**config.mk**
```make
export PLATFORM = sky130hd
export DESIGN_NAME = adcs_sequencer
export DESIGN_NICKNAME = d
export VERILOG_FILES = /design/src/hw/adcs_pkg.sv /design/src/hw/adcs_decim_filter.sv /design/src/hw/adcs_mod_clock.sv /design/src/hw/adcs_sequencer.sv
export SDC_FILE = /design/constraint.sdc
export NUM_CORES = 1
export LEC_CHECK = 0
export BUFFER_PORTS_ARGS = -buffer_cell sky130_fd_sc_hd__buf_2
export CAP_MARGIN = 20
export CORE_MARGIN = 2
export CORE_UTILIZATION = 45
export DETAILED_ROUTE_END_ITERATION = 12
export HOLD_SLACK_MARGIN = 0.1
export PLACE_DENSITY = 0.71
export SYNTH_ARGS = -nofsm -noshare
export SYNTH_HDL_FRONTEND = slang
export SYNTH_HIERARCHICAL = 1
export SYNTH_SLANG_ARGS = --single-unit
```
**constraint.sdc**
```tcl
create_clock -name CLOCK_IN -period 10.5 [get_ports CLOCK_IN]
set_clock_uncertainty 0.05 [all_clocks]
set_input_delay 0.525 -clock CLOCK_IN [delete_from_list [all_inputs] [get_ports CLOCK_IN]]
set_output_delay 0.525 -clock CLOCK_IN [all_outputs]
set_load 0.01 [all_outputs]
```
**src/hw/adcs_pkg.sv**
```systemverilog
/*
  Shared constants, types and lookup functions for the conversion
  sequencer, its modulator clock divider and its decimation filter.
  Assumes a single 40 MHz system clock; all rates are derived from it.
*/
`default_nettype none

package adcs_pkg;

  // clocking: system clock, internal oscillator and modulator division
  localparam int unsigned CLK_HZ = 40_000_000;
  localparam int unsigned OSC_HZ = 1_000_000;
  localparam int unsigned MOD_DIV = 4;
  localparam int unsigned CLK_PER_OSC = CLK_HZ / OSC_HZ;
  localparam int unsigned MOD_HZ = OSC_HZ / MOD_DIV;

  // widths of the result, the per-conversion tick count and the scale factor
  localparam int unsigned CODE_W = 12;
  localparam int unsigned TICK_W = 11;
  localparam int unsigned RECIP_W = 17;
  localparam int unsigned RECIP_SHIFT = 22;
  localparam int unsigned CODE_SHIFT = 11;
  localparam int CODE_MAX = 2047;
  localparam int CODE_MIN = -2048;

  // output data rates in samples per second, indexed by the rate field
  localparam int unsigned RATE_SPS [8] = '{128, 250, 490, 920, 1600, 2400, 3300, 3300};

  // input selector codes; bit 2 set means single-ended against ground
  localparam logic [2:0] SEL_P0_N1 = 3'h0;
  localparam logic [2:0] SEL_P0_N3 = 3'h1;
  localparam logic [2:0] SEL_P1_N3 = 3'h2;
  localparam logic [2:0] SEL_P2_N3 = 3'h3;
  localparam logic [2:0] SEL_SE_P0 = 3'h4;
  localparam logic [2:0] SEL_SE_P1 = 3'h5;
  localparam logic [2:0] SEL_SE_P2 = 3'h6;
  localparam logic [2:0] SEL_SE_P3 = 3'h7;
  localparam int unsigned SEL_SE_BIT = 2;

  // one-hot switch sets for the four analog inputs, plus the empty set IN_NONE
  localparam logic [3:0] IN_NONE = 4'h0;
  localparam logic [3:0] IN_FIRST = 4'h1;
  localparam logic [3:0] IN_SECOND = 4'h2;
  localparam logic [3:0] IN_THIRD = 4'h4;
  localparam logic [3:0] IN_FOURTH = 4'h8;

  // values after reset
  localparam logic [11:0] RESULT_RESET = 12'h000;
  localparam logic [2:0] RATE_RESET = 3'h0;
  localparam logic [3:0] POS_RESET = IN_FIRST;
  localparam logic [3:0] NEG_RESET = IN_SECOND;

  // sequencer states
  typedef enum logic [2:0] {
    ADCS_IDLE = 3'b001,
    ADCS_CONV = 3'b010,
    ADCS_STORE = 3'b100
  } adcs_state_t;

  // modulator ticks in one conversion for a rate code (rounded down)
  function automatic logic [TICK_W-1:0] conv_ticks(input logic [2:0] code);
    logic [TICK_W-1:0] t;
    t = TICK_W'(MOD_HZ / RATE_SPS[0]);
    for (int i = 0; i < 8; i++) begin
      if (code == 3'(i)) begin
        t = TICK_W'(MOD_HZ / RATE_SPS[i]);
      end
    end
    return t;
  endfunction : conv_ticks

  // reciprocal of the tick count, scaled by two to the RECIP_SHIFT
  function automatic logic [RECIP_W-1:0] conv_recip(input logic [2:0] code);
    logic [RECIP_W-1:0] r;
    r = RECIP_W'((1 << RECIP_SHIFT) / (MOD_HZ / RATE_SPS[0]));
    for (int i = 0; i < 8; i++) begin
      if (code == 3'(i)) begin
        r = RECIP_W'((1 << RECIP_SHIFT) / (MOD_HZ / RATE_SPS[i]));
      end
    end
    return r;
  endfunction : conv_recip

endpackage : adcs_pkg

`default_nettype wire

```
**src/hw/adcs_decim_filter.sv**
```systemverilog
/*
  Decimation filter: counts ones of the modulator bitstream over one
  conversion and scales the count to a signed 12-bit code.
  Assumes bit_in is already synchronised and tick_in is a one-cycle pulse.
*/
`timescale 1ns/100ps
`default_nettype none

module adcs_decim_filter (
  // clock and reset
  input wire logic clk_in,
  input wire logic rst_in,
  // control
  input wire logic clear_in,
  input wire logic tick_in,
  input wire logic finish_in,
  input wire logic bit_in,
  input wire logic [10:0] ticks_in,
  input wire logic [16:0] recip_in,
  // result
  output logic [11:0] code_out,
  output logic done_out
);

  typedef struct packed {
    logic [10:0] acc;
    logic [11:0] code;
    logic done;
  } adcs_filt_t;

  adcs_filt_t q;
  adcs_filt_t next_q;
  logic [10:0] total;
  logic signed [12:0] diff;
  logic signed [30:0] prod;
  logic signed [30:0] scaled;
  logic [11:0] sat;

  // code = (2*ones - n) * 2048 / n, the reciprocal avoids a divider
  assign total = q.acc + 11'(bit_in);
  assign diff = $signed({1'b0, total, 1'b0}) - $signed({2'b00, ticks_in});
  assign prod = diff * $signed({1'b0, recip_in});
  assign scaled = prod >>> adcs_pkg::CODE_SHIFT;

  // all-ones input would give +2048, but the truncated reciprocal lands it on 2047; clamp to the code range anyway
  always_comb begin
    if (int'(scaled) > adcs_pkg::CODE_MAX) begin
      sat = 12'h7ff;
    end else if (int'(scaled) < adcs_pkg::CODE_MIN) begin
      sat = 12'h800;
    end else begin
      sat = scaled[11:0];
    end
  end

  // integrate and dump
  always_comb begin
    next_q = q;
    next_q.done = 1'b0;
    if (clear_in) begin
      next_q.acc = 11'h000;
    end else if (tick_in) begin
      if (finish_in) begin
        next_q.code = sat;
        next_q.done = 1'b1;
        next_q.acc = 11'h000; // next conversion starts without a gap
      end else begin
        next_q.acc = total;
      end
    end
  end

  // state register
  always_ff @(posedge clk_in or posedge rst_in) begin
    if (rst_in) begin
      q <= '0;
    end else begin
      q <= next_q;
    end
  end

  assign code_out = q.code;
  assign done_out = q.done;
endmodule : adcs_decim_filter

`default_nettype wire

```
**src/hw/adcs_mod_clock.sv**
```systemverilog
/*
  Modulator rate divider: makes the 1 MHz oscillator enable from the
  system clock, then divides it by four into a one-cycle modulator tick.
  Assumes en_in comes from logic on the same clock.
*/
`timescale 1ns/100ps
`default_nettype none

module adcs_mod_clock #(
  parameter int unsigned OSC_DIV = adcs_pkg::CLK_PER_OSC
) (
  // clock and reset
  input wire logic clk_in,
  input wire logic rst_in,
  // control
  input wire logic en_in,
  // modulator tick
  output logic mod_tick_out
);

  localparam int MOD_PERIOD = int'(OSC_DIV) * int'(adcs_pkg::MOD_DIV);

  typedef struct packed {
    logic [7:0] pre;
    logic [1:0] quarter;
    logic tick;
  } adcs_div_t;

  adcs_div_t q;
  adcs_div_t next_q;

  // prescaler to the oscillator rate, then a divide by four
  always_comb begin
    next_q = q;
    next_q.tick = 1'b0;
    if (!en_in) begin
      next_q.pre = 8'h00; // restart phase so a fresh conversion starts aligned
      next_q.quarter = 2'h0;
    end else if (q.pre == 8'(OSC_DIV - 1)) begin
      next_q.pre = 8'h00;
      if (q.quarter == 2'(adcs_pkg::MOD_DIV - 1)) begin
        next_q.quarter = 2'h0;
        next_q.tick = 1'b1;
      end else begin
        next_q.quarter = q.quarter + 2'h1;
      end
    end else begin
      next_q.pre = q.pre + 8'h01;
    end
  end

  // state register
  always_ff @(posedge clk_in or posedge rst_in) begin
    if (rst_in) begin
      q <= '0;
    end else begin
      q <= next_q;
    end
  end

  assign mod_tick_out = q.tick;
endmodule : adcs_mod_clock

`default_nettype wire

```
**src/hw/adcs_sequencer.sv**
```systemverilog
/*
  Conversion sequencer for a 12-bit delta-sigma converter: single-shot and
  continuous sequencing, input selection and the conversion result.
  Assumes the host controller drives the control inputs on CLOCK_IN and
  that the modulator bitstream arrives asynchronously on MOD_BIT_IN.
*/
// Overview of operation
// - single-shot does one conversion, stores result, then powers down.
// - continuous mode starts the next conversion right after the last one.
// - continuous conversions complete at the programmed data rate.
// - result output always readable, shows the latest completed conversion.
// - selector offers four single-ended inputs or two differential pairs.
// - selector also pairs first or second input against the fourth.
// - three-bit input select field picks the multiplexer setting.
// - single-ended selections tie the negative converter input to ground.
// - variant without multiplexer always converts first minus second input.
// - modulator rate is the 1 MHz oscillator divided by four.
// - filter turns the bitstream into a 12-bit code proportional to input.
// - three-bit rate field selects 128 to 3300 samples per second.
// - each conversion lasts one data-rate period, settling in one cycle.
`timescale 1ns/100ps
`default_nettype none

module adcs_sequencer #(
  parameter bit HAS_MUX = 1'b1,
  parameter int unsigned OSC_DIV = adcs_pkg::CLK_PER_OSC
) (
  // clock and reset
  input wire logic CLOCK_IN,
  input wire logic RST_IN,
  // host control
  input wire logic START_IN,
  input wire logic CONTINUOUS_IN,
  input wire logic [2:0] INPUT_SELECT_FIELD_IN,
  input wire logic [2:0] RATE_SELECT_FIELD_IN,
  // modulator bitstream
  input wire logic MOD_BIT_IN,
  // modulator control
  output logic MODULATOR_RATE_OUT,
  output logic MODULATOR_ENABLE_OUT,
  // input switches
  output logic [3:0] POS_SELECT_OUT,
  output logic [3:0] NEG_SELECT_OUT,
  output logic NEG_GROUND_OUT,
  // result and status
  output logic [11:0] RESULT_OUT,
  output logic RESULT_READY_OUT,
  output logic BUSY_OUT,
  output logic POWER_DOWN_OUT
);

  typedef struct packed {
    adcs_pkg::adcs_state_t st;
    logic [10:0] count;
    logic [2:0] rate;
    logic [3:0] pos;
    logic [3:0] neg;
    logic gnd;
    logic [11:0] result;
    logic ready;
    logic sync1;
    logic sync2;
  } adcs_seq_t;

  adcs_seq_t q;
  adcs_seq_t next_q;
  logic mod_tick;
  logic finish;
  logic latch_now;
  logic [10:0] ticks;
  logic [16:0] recip;
  logic [8:0] route;
  logic dec_done;
  logic [11:0] dec_code;

  // switch set for a selector code: {positive, negative, ground}
  function automatic logic [8:0] decode_select(input logic [2:0] sel, input logic mux);
    logic [8:0] r;
    r = {adcs_pkg::IN_FIRST, adcs_pkg::IN_SECOND, 1'b0};
    if (mux) begin
      case (sel)
        adcs_pkg::SEL_P0_N1: r = {adcs_pkg::IN_FIRST, adcs_pkg::IN_SECOND, 1'b0};
        adcs_pkg::SEL_P0_N3: r = {adcs_pkg::IN_FIRST, adcs_pkg::IN_FOURTH, 1'b0};
        adcs_pkg::SEL_P1_N3: r = {adcs_pkg::IN_SECOND, adcs_pkg::IN_FOURTH, 1'b0};
        adcs_pkg::SEL_P2_N3: r = {adcs_pkg::IN_THIRD, adcs_pkg::IN_FOURTH, 1'b0};
        adcs_pkg::SEL_SE_P0: r = {adcs_pkg::IN_FIRST, adcs_pkg::IN_NONE, 1'b1};
        adcs_pkg::SEL_SE_P1: r = {adcs_pkg::IN_SECOND, adcs_pkg::IN_NONE, 1'b1};
        adcs_pkg::SEL_SE_P2: r = {adcs_pkg::IN_THIRD, adcs_pkg::IN_NONE, 1'b1};
        adcs_pkg::SEL_SE_P3: r = {adcs_pkg::IN_FOURTH, adcs_pkg::IN_NONE, 1'b1};
        default: r = {adcs_pkg::IN_FIRST, adcs_pkg::IN_SECOND, 1'b0};
      endcase
    end
    return r;
  endfunction : decode_select

  // modulator rate enable, stopped in power-down
  adcs_mod_clock #(
    .OSC_DIV(OSC_DIV)
  ) u_mod_clock (
    .clk_in(CLOCK_IN),
    .rst_in(RST_IN),
    .en_in(MODULATOR_ENABLE_OUT),
    .mod_tick_out(mod_tick)
  );

  // bitstream filter, fed from the second synchroniser stage only
  adcs_decim_filter u_filter (
    .clk_in(CLOCK_IN),
    .rst_in(RST_IN),
    .clear_in(q.st == adcs_pkg::ADCS_IDLE),
    .tick_in(mod_tick && q.st == adcs_pkg::ADCS_CONV),
    .finish_in(finish),
    .bit_in(q.sync2),
    .ticks_in(ticks),
    .recip_in(recip),
    .code_out(dec_code),
    .done_out(dec_done)
  );

  // conversion length follows the rate latched at conversion start
  assign ticks = adcs_pkg::conv_ticks(q.rate);
  assign recip = adcs_pkg::conv_recip(q.rate);
  assign finish = mod_tick && q.st == adcs_pkg::ADCS_CONV && q.count == ticks - 11'h001;
  assign latch_now = q.st == adcs_pkg::ADCS_IDLE && (START_IN || CONTINUOUS_IN);
  assign route = decode_select(INPUT_SELECT_FIELD_IN, HAS_MUX);

  // sequencer; settings are sampled only at a conversion start, so a host
  // write mid-conversion takes effect on the next one and never tears it
  always_comb begin
    next_q = q;
    next_q.ready = 1'b0;
    next_q.sync1 = MOD_BIT_IN;
    next_q.sync2 = q.sync1;
    case (q.st)
      adcs_pkg::ADCS_IDLE: begin
        if (START_IN || CONTINUOUS_IN) begin
          next_q.st = adcs_pkg::ADCS_CONV;
          next_q.count = 11'h000;
          next_q.rate = RATE_SELECT_FIELD_IN;
          {next_q.pos, next_q.neg, next_q.gnd} = route;
        end
      end
      adcs_pkg::ADCS_CONV: begin
        if (finish) begin
          next_q.count = 11'h000;
          if (CONTINUOUS_IN) begin
            next_q.rate = RATE_SELECT_FIELD_IN;
            {next_q.pos, next_q.neg, next_q.gnd} = route;
          end else begin
            next_q.st = adcs_pkg::ADCS_STORE;
          end
        end else if (mod_tick) begin
          next_q.count = q.count + 11'h001;
        end
      end
      adcs_pkg::ADCS_STORE: begin
        if (dec_done) begin
          next_q.st = adcs_pkg::ADCS_IDLE;
        end
      end
      default: begin
        next_q.st = adcs_pkg::ADCS_IDLE;
      end
    endcase
    // whole word replaced in one edge
    if (dec_done) begin
      next_q.result = dec_code;
      next_q.ready = 1'b1;
    end
  end

  // state register
  always_ff @(posedge CLOCK_IN or posedge RST_IN) begin
    if (RST_IN) begin
      q.st <= adcs_pkg::ADCS_IDLE;
      q.count <= 11'h000;
      q.rate <= adcs_pkg::RATE_RESET;
      q.pos <= adcs_pkg::POS_RESET;
      q.neg <= adcs_pkg::NEG_RESET;
      q.gnd <= 1'b0;
      q.result <= adcs_pkg::RESULT_RESET;
      q.ready <= 1'b0;
      q.sync1 <= 1'b0;
      q.sync2 <= 1'b0;
    end else begin
      q <= next_q;
    end
  end

  // outputs
  assign MODULATOR_RATE_OUT = mod_tick;
  assign MODULATOR_ENABLE_OUT = q.st != adcs_pkg::ADCS_IDLE;
  assign POS_SELECT_OUT = q.pos;
  assign NEG_SELECT_OUT = q.neg;
  assign NEG_GROUND_OUT = q.gnd;
  assign RESULT_OUT = q.result;
  assign RESULT_READY_OUT = q.ready;
  assign BUSY_OUT = q.st != adcs_pkg::ADCS_IDLE;
  assign POWER_DOWN_OUT = q.st == adcs_pkg::ADCS_IDLE;
endmodule : adcs_sequencer

`default_nettype wire

```
==> out/metrics.csv, run 1 <==
stage,metric,value,unit
critical_path,critical_path.slowest_cell,fa_1,
routing,wl_met1,12150,um
critical_path,cpMostUsedCell,fa_1,
synth,synth_top_family_by_area,adder cells,
global_route,grt_pass1_vias,9763,
clock_network,cts_hold_buf,0,
routing,drt_iter0_markers,669,
synth,netlist_area,0.01259,sq mm
critical_path,cp_num_buf_inv,8,
place,dp_hpwl,22080,um
run_status,status,"finished, final reports clean",
flow_run,drv_cap,0,
sta,rsz0062_at_grt,no,
global_route,antenna_found_initial,0,
finish,fill_cells,2675,
finish,final-instance-count-excl-fill,1787,
floorplanning,die_w,171.3,um
floorplanning,start_util,45.57,%
synth,synth_fa_ha_area_share,38.46,%
global_route,track_usage,20.10,%
global_route,overflow,0,
routing,first_pass_iters,6,
sta,setup_viol,0,
critical_path,path_class,reg -> reg,
floorplanning,die_h,171.3,um
synth,ys_ff_latch,74,
critical_path,cp.arrival,10.15,ns
finish,stdcell_area,0.01328,sq mm
floorplanning,core,0.02763,sq mm
synth,synth_area_leader_cell,fa_1,
clock_network,clock_path_buffers,2,
floorplanning,die-area,0.02933,sq mm
finish,area_growth,5.516,%
place,placed_area,0.01296,sq mm
synth,yosys-top-cells-count,"208 x inv_1, 203 x nand2_1, 165 x fa_1",
floorplanning,rows,61,
synth,synth_ff_type,dfrtp_1,
synth,async_flop_share,100.0,%
clock_network,h-tree-depth,3,
critical_path,endpoint_kind,flip-flop,
synth,synth_cells,1417,
finish,regArea,0.001858,sq mm
routing,wl,27760,um
routing,met2WireLength,13740,um
place,place.gp.congestion,0.8762,
finish,drive_above_1_share,11.28,%
sta,slew_viol_final,0,
sta,max_slew.worst_pin.slew,0.9439,ns
worst_hold_path,hp-class,in -> async,
synth,yosys_warnings,6,
routing,drc,0,
sta,fin_crit,9.966,ns
synth,synth_top_area_share,26.24,%
synth,postSynthAreaPerCell,8.885,sq um
sta,fmax,0.1003,GHz
routing,ant_nets,0,
routing,drt-wirelength-per-cell,15.53,um
critical_path,rrSetupSlack,0.53,ns
synth,synth_edf_count,0,
finish,n_antenna_cell,0,
critical_path,crit_family,adder cells,
sta,hold_viol,0,
synth,yosys.area_share.simple,18.02,%
clock_network,clkTransAtPathRegs,0.07,ns
routing,top_layer,met4,
place,place_inst,1771,
critical_path,crit_required,10.68,ns
place,port_buffers,34,
clock_network,clkSinkCount,74,
global_route,grt_pass1_wl,47350,um
synth,muxShareOfSynthArea,4.214,%
synth,synthDistinctLibCells,86,
sta,min_period_over_period,94.92,%
critical_path,critPathLaunchType,flip-flop,
synth,yosysSeqAreaShare,14.74,%
global_route,grt_max_degree,40,
finish,utilization,48.08,%
clock_network,root_buffer,clkbuf_16,
clock_network,clock_latency,0.36,ns
critical_path,crit_fanout,19,
routing,vias,9557,
routing,wl_met3,1106,um
synth,synth_compound_area_share,10.59,%
sta,fin_tns_setup,0,ns
critical_path,slowest_delay,0.55,ns
synth,synth_most_common_cell,inv_1,
clock_network,tritoncts,done,
finish,multi_input_area,0.009453,sq mm
clock_network,cts_buffers,9,
routing,viasPerCell,5.348,
sta,slew_headroom,36.62,%
synth,synthXorXnorAreaFrac,3.449,%
synth,synth.top_cells.by_area,"fa_1 26%, dfrtp_1 14%, ha_1 12%",
floorplanning,boundaryPins,37,
finish,nets,1703,
[worst paths after layout]
kind,end,cells after the start,start
setup / recovery,u_filter/code_out[6],37,q[24]
min in group CLOCK_IN,next_q[0],1,MOD_BIT_IN
hold / removal,u_filter/q[17],2,RST_IN
max in group asynchronous,q[25],3,RST_IN
setup reg to reg,u_filter/code_out[6],37,q[24]
hold reg to reg,q[0],0,next_q[0]
[worst register-to-register path: cells and delay by family (launching register included)]
family / cells / cell delay, ns
buf+inv: 8 / 0.82
compound gates: 16 / 3.13
fa+ha+maj: 9 / 4.24
flops: 1 / 0.47
simple gates: 4 / 1.13
[metal layers]
metal	GRT usage, %	up-vias
met3	2.577	49
met1	26.44	4755
met4	6.890	0
li1	-	4513
met2	34.27	240
met5	0	-
[flip-flops by register name (all words and copies together) (netlist names)]
signal	cells
u_mod_clock/mod_tick_out	1
u_filter/done_out	1
next_q	1
RESULT_OUT	12
u_filter/q	11
NEG_SELECT_OUT	2
RESULT_READY_OUT	1
POS_SELECT_OUT	4
u_mod_clock/q	10
u_filter/code_out	12
q	18
NEG_GROUND_OUT	1
[cell families (layout without fill, tap and decap cells)]
| group | after synthesis | in the layout |
|---|---|---|
| compound gates | 183 | 183 |
| xor+xnor | 47 | 47 |
| fa+ha+maj | 288 | 288 |
| buf+inv | 302 | 288 |
| flops | 74 | 74 |
| mux | 46 | 46 |
| other cells | 1 | 7 |
| simple gates | 476 | 476 |
[through the flow]
step / setup WS, ns / hold WS, ns
4_1_cts: 0.3977 / 0.1231
3_5_place_dp: 0.4459 / 0.2847
2_1_floorplan: 0.7844 / 0.2812
6_report: 0.5335 / 0.1085
3_3_place_gp: 0.6769 / 0.2866
5_1_grt: 0.04896 / 0.1352
[cells in the final DEF, fill, tap and decap left out, types with 12 or more instances in the layout]
cell     instances
dfrtp_1         69
fa_1           165
o21ai_0         43
ha_1           122
inv_1          207
nor2_1          84
buf_2           34
mux2_2          20
xnor2_1         18
nand3_1         32
buf_4           28
nand2_1        203
xor2_1          27
nand4_1         12
and2_1          54
mux2i_1         17
and3_1          22
a21oi_1         48
[final cells by class]
type	instances	area share [%]
timing repair buffer	63	3.071
tap	378	3.560
clock buffer	9	1.695
sequential	74	13.99
clock inverter	7	0.6216
multi-input combinational	1047	71.16
inverter	209	5.906
[what timing repair did]
item / CTS / global route
buffers inserted: 0 / 0
endpoints found under the hold margin: 0 / 0
setup endpoints to repair: 0 / 11
resized for setup: 0 / 5
Power of run 1 is left out: the tool's default activity adds up to more than one toggle a clock period on the data nets, which glitch-free logic cannot reach.
==> run 2, diff against run 1 <==
- BUFFER_PORTS_ARGS: -buffer_cell sky130_fd_sc_hd__buf_2 -> not set
- DONT_BUFFER_PORTS: not set -> 1
- PLACE_DENSITY: 0.71 -> 0.7
==> out/metrics.csv, run 2 (synthesis gave the netlist of run 1 again) <==
stage,metric,value,unit
routing,viasPerCell,5.354,
worst_hold_path,min_delay_worst_endpoint,next_q[0],
routing,drc,0,
floorplanning,boundaryPins,37,
critical_path,endpoint_kind,flip-flop,
critical_path,cpMostUsedCell,fa_1,
routing,wl,27250,um
critical_path,worstRegToRegCells,37,
critical_path,timing.rr.start,q[24],
finish,largest_register,q,
clock_network,clkTransAtPathRegs,0.07,ns
floorplanning,core,0.02763,sq mm
finish,mostFrequentLayoutCells,"207 x inv_1, 203 x nand2_1, 165 x fa_1, 121 x ha_1, 84 x nor2_1",
clock_network,clock_latency,0.36,ns
global_route,grt_pass1_wl,45890,um
sta,fmax,0.1012,GHz
place,dp_hpwl,21710,um
sta,min_period_over_period,94.14,%
worst_hold_path,hp-class,in -> reg,
critical_path,path_class,reg -> reg,
routing,drt-wirelength-per-cell,15.51,um
critical_path,cp.arrival,10.06,ns
clock_network,root_buffer,clkbuf_16,
routing,ant_nets,0,
run_status,status,"finished, final reports clean",
routing,vias,9407,
sta,rsz0062_at_grt,no,
critical_path,critPathLaunchType,flip-flop,
clock_network,clkSinkCount,74,
critical_path,critical_path.slowest_cell,fa_1,
finish,n_antenna_cell,0,
sta,slew_viol_final,0,
sta,setup_viol,0,
flow_run,drv_cap,0,
clock_network,h-tree-depth,3,
clock_network,clock_path_buffers,2,
sta,hold_viol,0,
clock_network,postCtsSetupBuffers,0,
floorplanning,rows,61,
sta,max_slew.worst_pin.slew,0.9250,ns
clock_network,cts_buffers,9,
finish,largest_register_ffs,18,
place,place.gp.congestion,0.8735,
global_route,grt_max_degree,40,
routing,first_pass_iters,5,
global_route,antenna_found_initial,0,
finish,nets,1673,
finish,fill_cells,2643,
worst_hold_path,hold_path_startpoint,MOD_BIT_IN,
critical_path,slowest_delay,0.55,ns
routing,drt_iter0_markers,774,
critical_path,worst_r2r_endpoint,u_filter/code_out[3],
global_route,grt_pass1_vias,9429,
finish,layout_commonest_cell,inv_1,
floorplanning,die_w,171.3,um
global_route,overflow,0,
critical_path,crit_fanout,19,
finish,drive_above_1_share,9.282,%
global_route,track_usage,19.62,%
clock_network,tritoncts,done,
sta,fin_crit,9.885,ns
place,port_buffers,0,
floorplanning,die-area,0.02933,sq mm
sta,fin_tns_setup,0,ns
worst_hold_path,whs_path_depth,0,
floorplanning,die_h,171.3,um
critical_path,crit_required,10.68,ns
finish,area_growth,4.423,%
sta,slew_headroom,38.11,%
critical_path,rrSetupSlack,0.62,ns
floorplanning,start_util,45.57,%
run 2: worst max-delay path by stage:
stage / depth (start not counted) / slack, ns / start / to
after detailed placement: 37 / 0.48 / q[24] / u_filter/code_out[0]
after global placement: 37 / 0.67 / q[24] / u_filter/code_out[3]
after global routing: 37 / 0.004 / q[25] / u_filter/code_out[1]
after floorplan: 39 / 0.78 / q[24] / u_filter/code_out[0]
final: 37 / 0.62 / q[24] / u_filter/code_out[3]
after CTS: 37 / 0.42 / q[24] / u_filter/code_out[0]
run 2: final cells by class:
type	count	area, sq um	share of cell area (%)
well taps	378	473.0	3.598
flip-flops and latches	74	1858	14.13
multi-input cells	1047	9450	71.89
clock inverters	7	82.58	0.6282
inverters	209	784.5	5.967
repair buffers	33	272.8	2.075
clock buffers	9	225.2	1.713
run 2: timing repair:
action | CTS | global route
endpoints found under the hold margin | 11 | 9
endpoints found under the setup margin | 0 | 11
gates resized for setup | 0 | 5
hold buffers | 1 | 1
run 2: per-stage QoR:
step | instances | util, % | setup slack, ns | hold slack (ns) | cell area (sq um)
2_1_floorplan | 1423 | - | 0.7844 | 0.2812 | 12610
3_3_place_gp | 1738 | 46.25 | 0.6659 | 0.2836 | 12780
3_5_place_dp | 1738 | 46.25 | 0.4839 | 0.2889 | 12780
4_1_cts | 1755 | 47.40 | 0.4206 | 0.1278 | 13100
5_1_grt | 1757 | 47.58 | 0.003729 | 0.1274 | 13150
6_report | 1757 | 47.58 | 0.6154 | 0.1395 | 13150
run 2: worst max-delay path: cells and delay by family, from the launching register on:
kind,cells,cell delay (ns)
DFF,1,0.48
and+or+nand+nor,4,1.12
buffers and inverters,8,0.83
adders and majority gates,9,4.22
AOI/OAI and AO/OA,16,2.99
run 2: metal layers:
layer,vias up,track usage (%),part of all wire [%]
li1,4454,-,-
met5,-,0,0
met3,35,2.255,4.2
met4,0,6.153,2.0
met2,221,32.78,49
met1,4697,26.75,45
Power of run 2 is left out for the same reason.
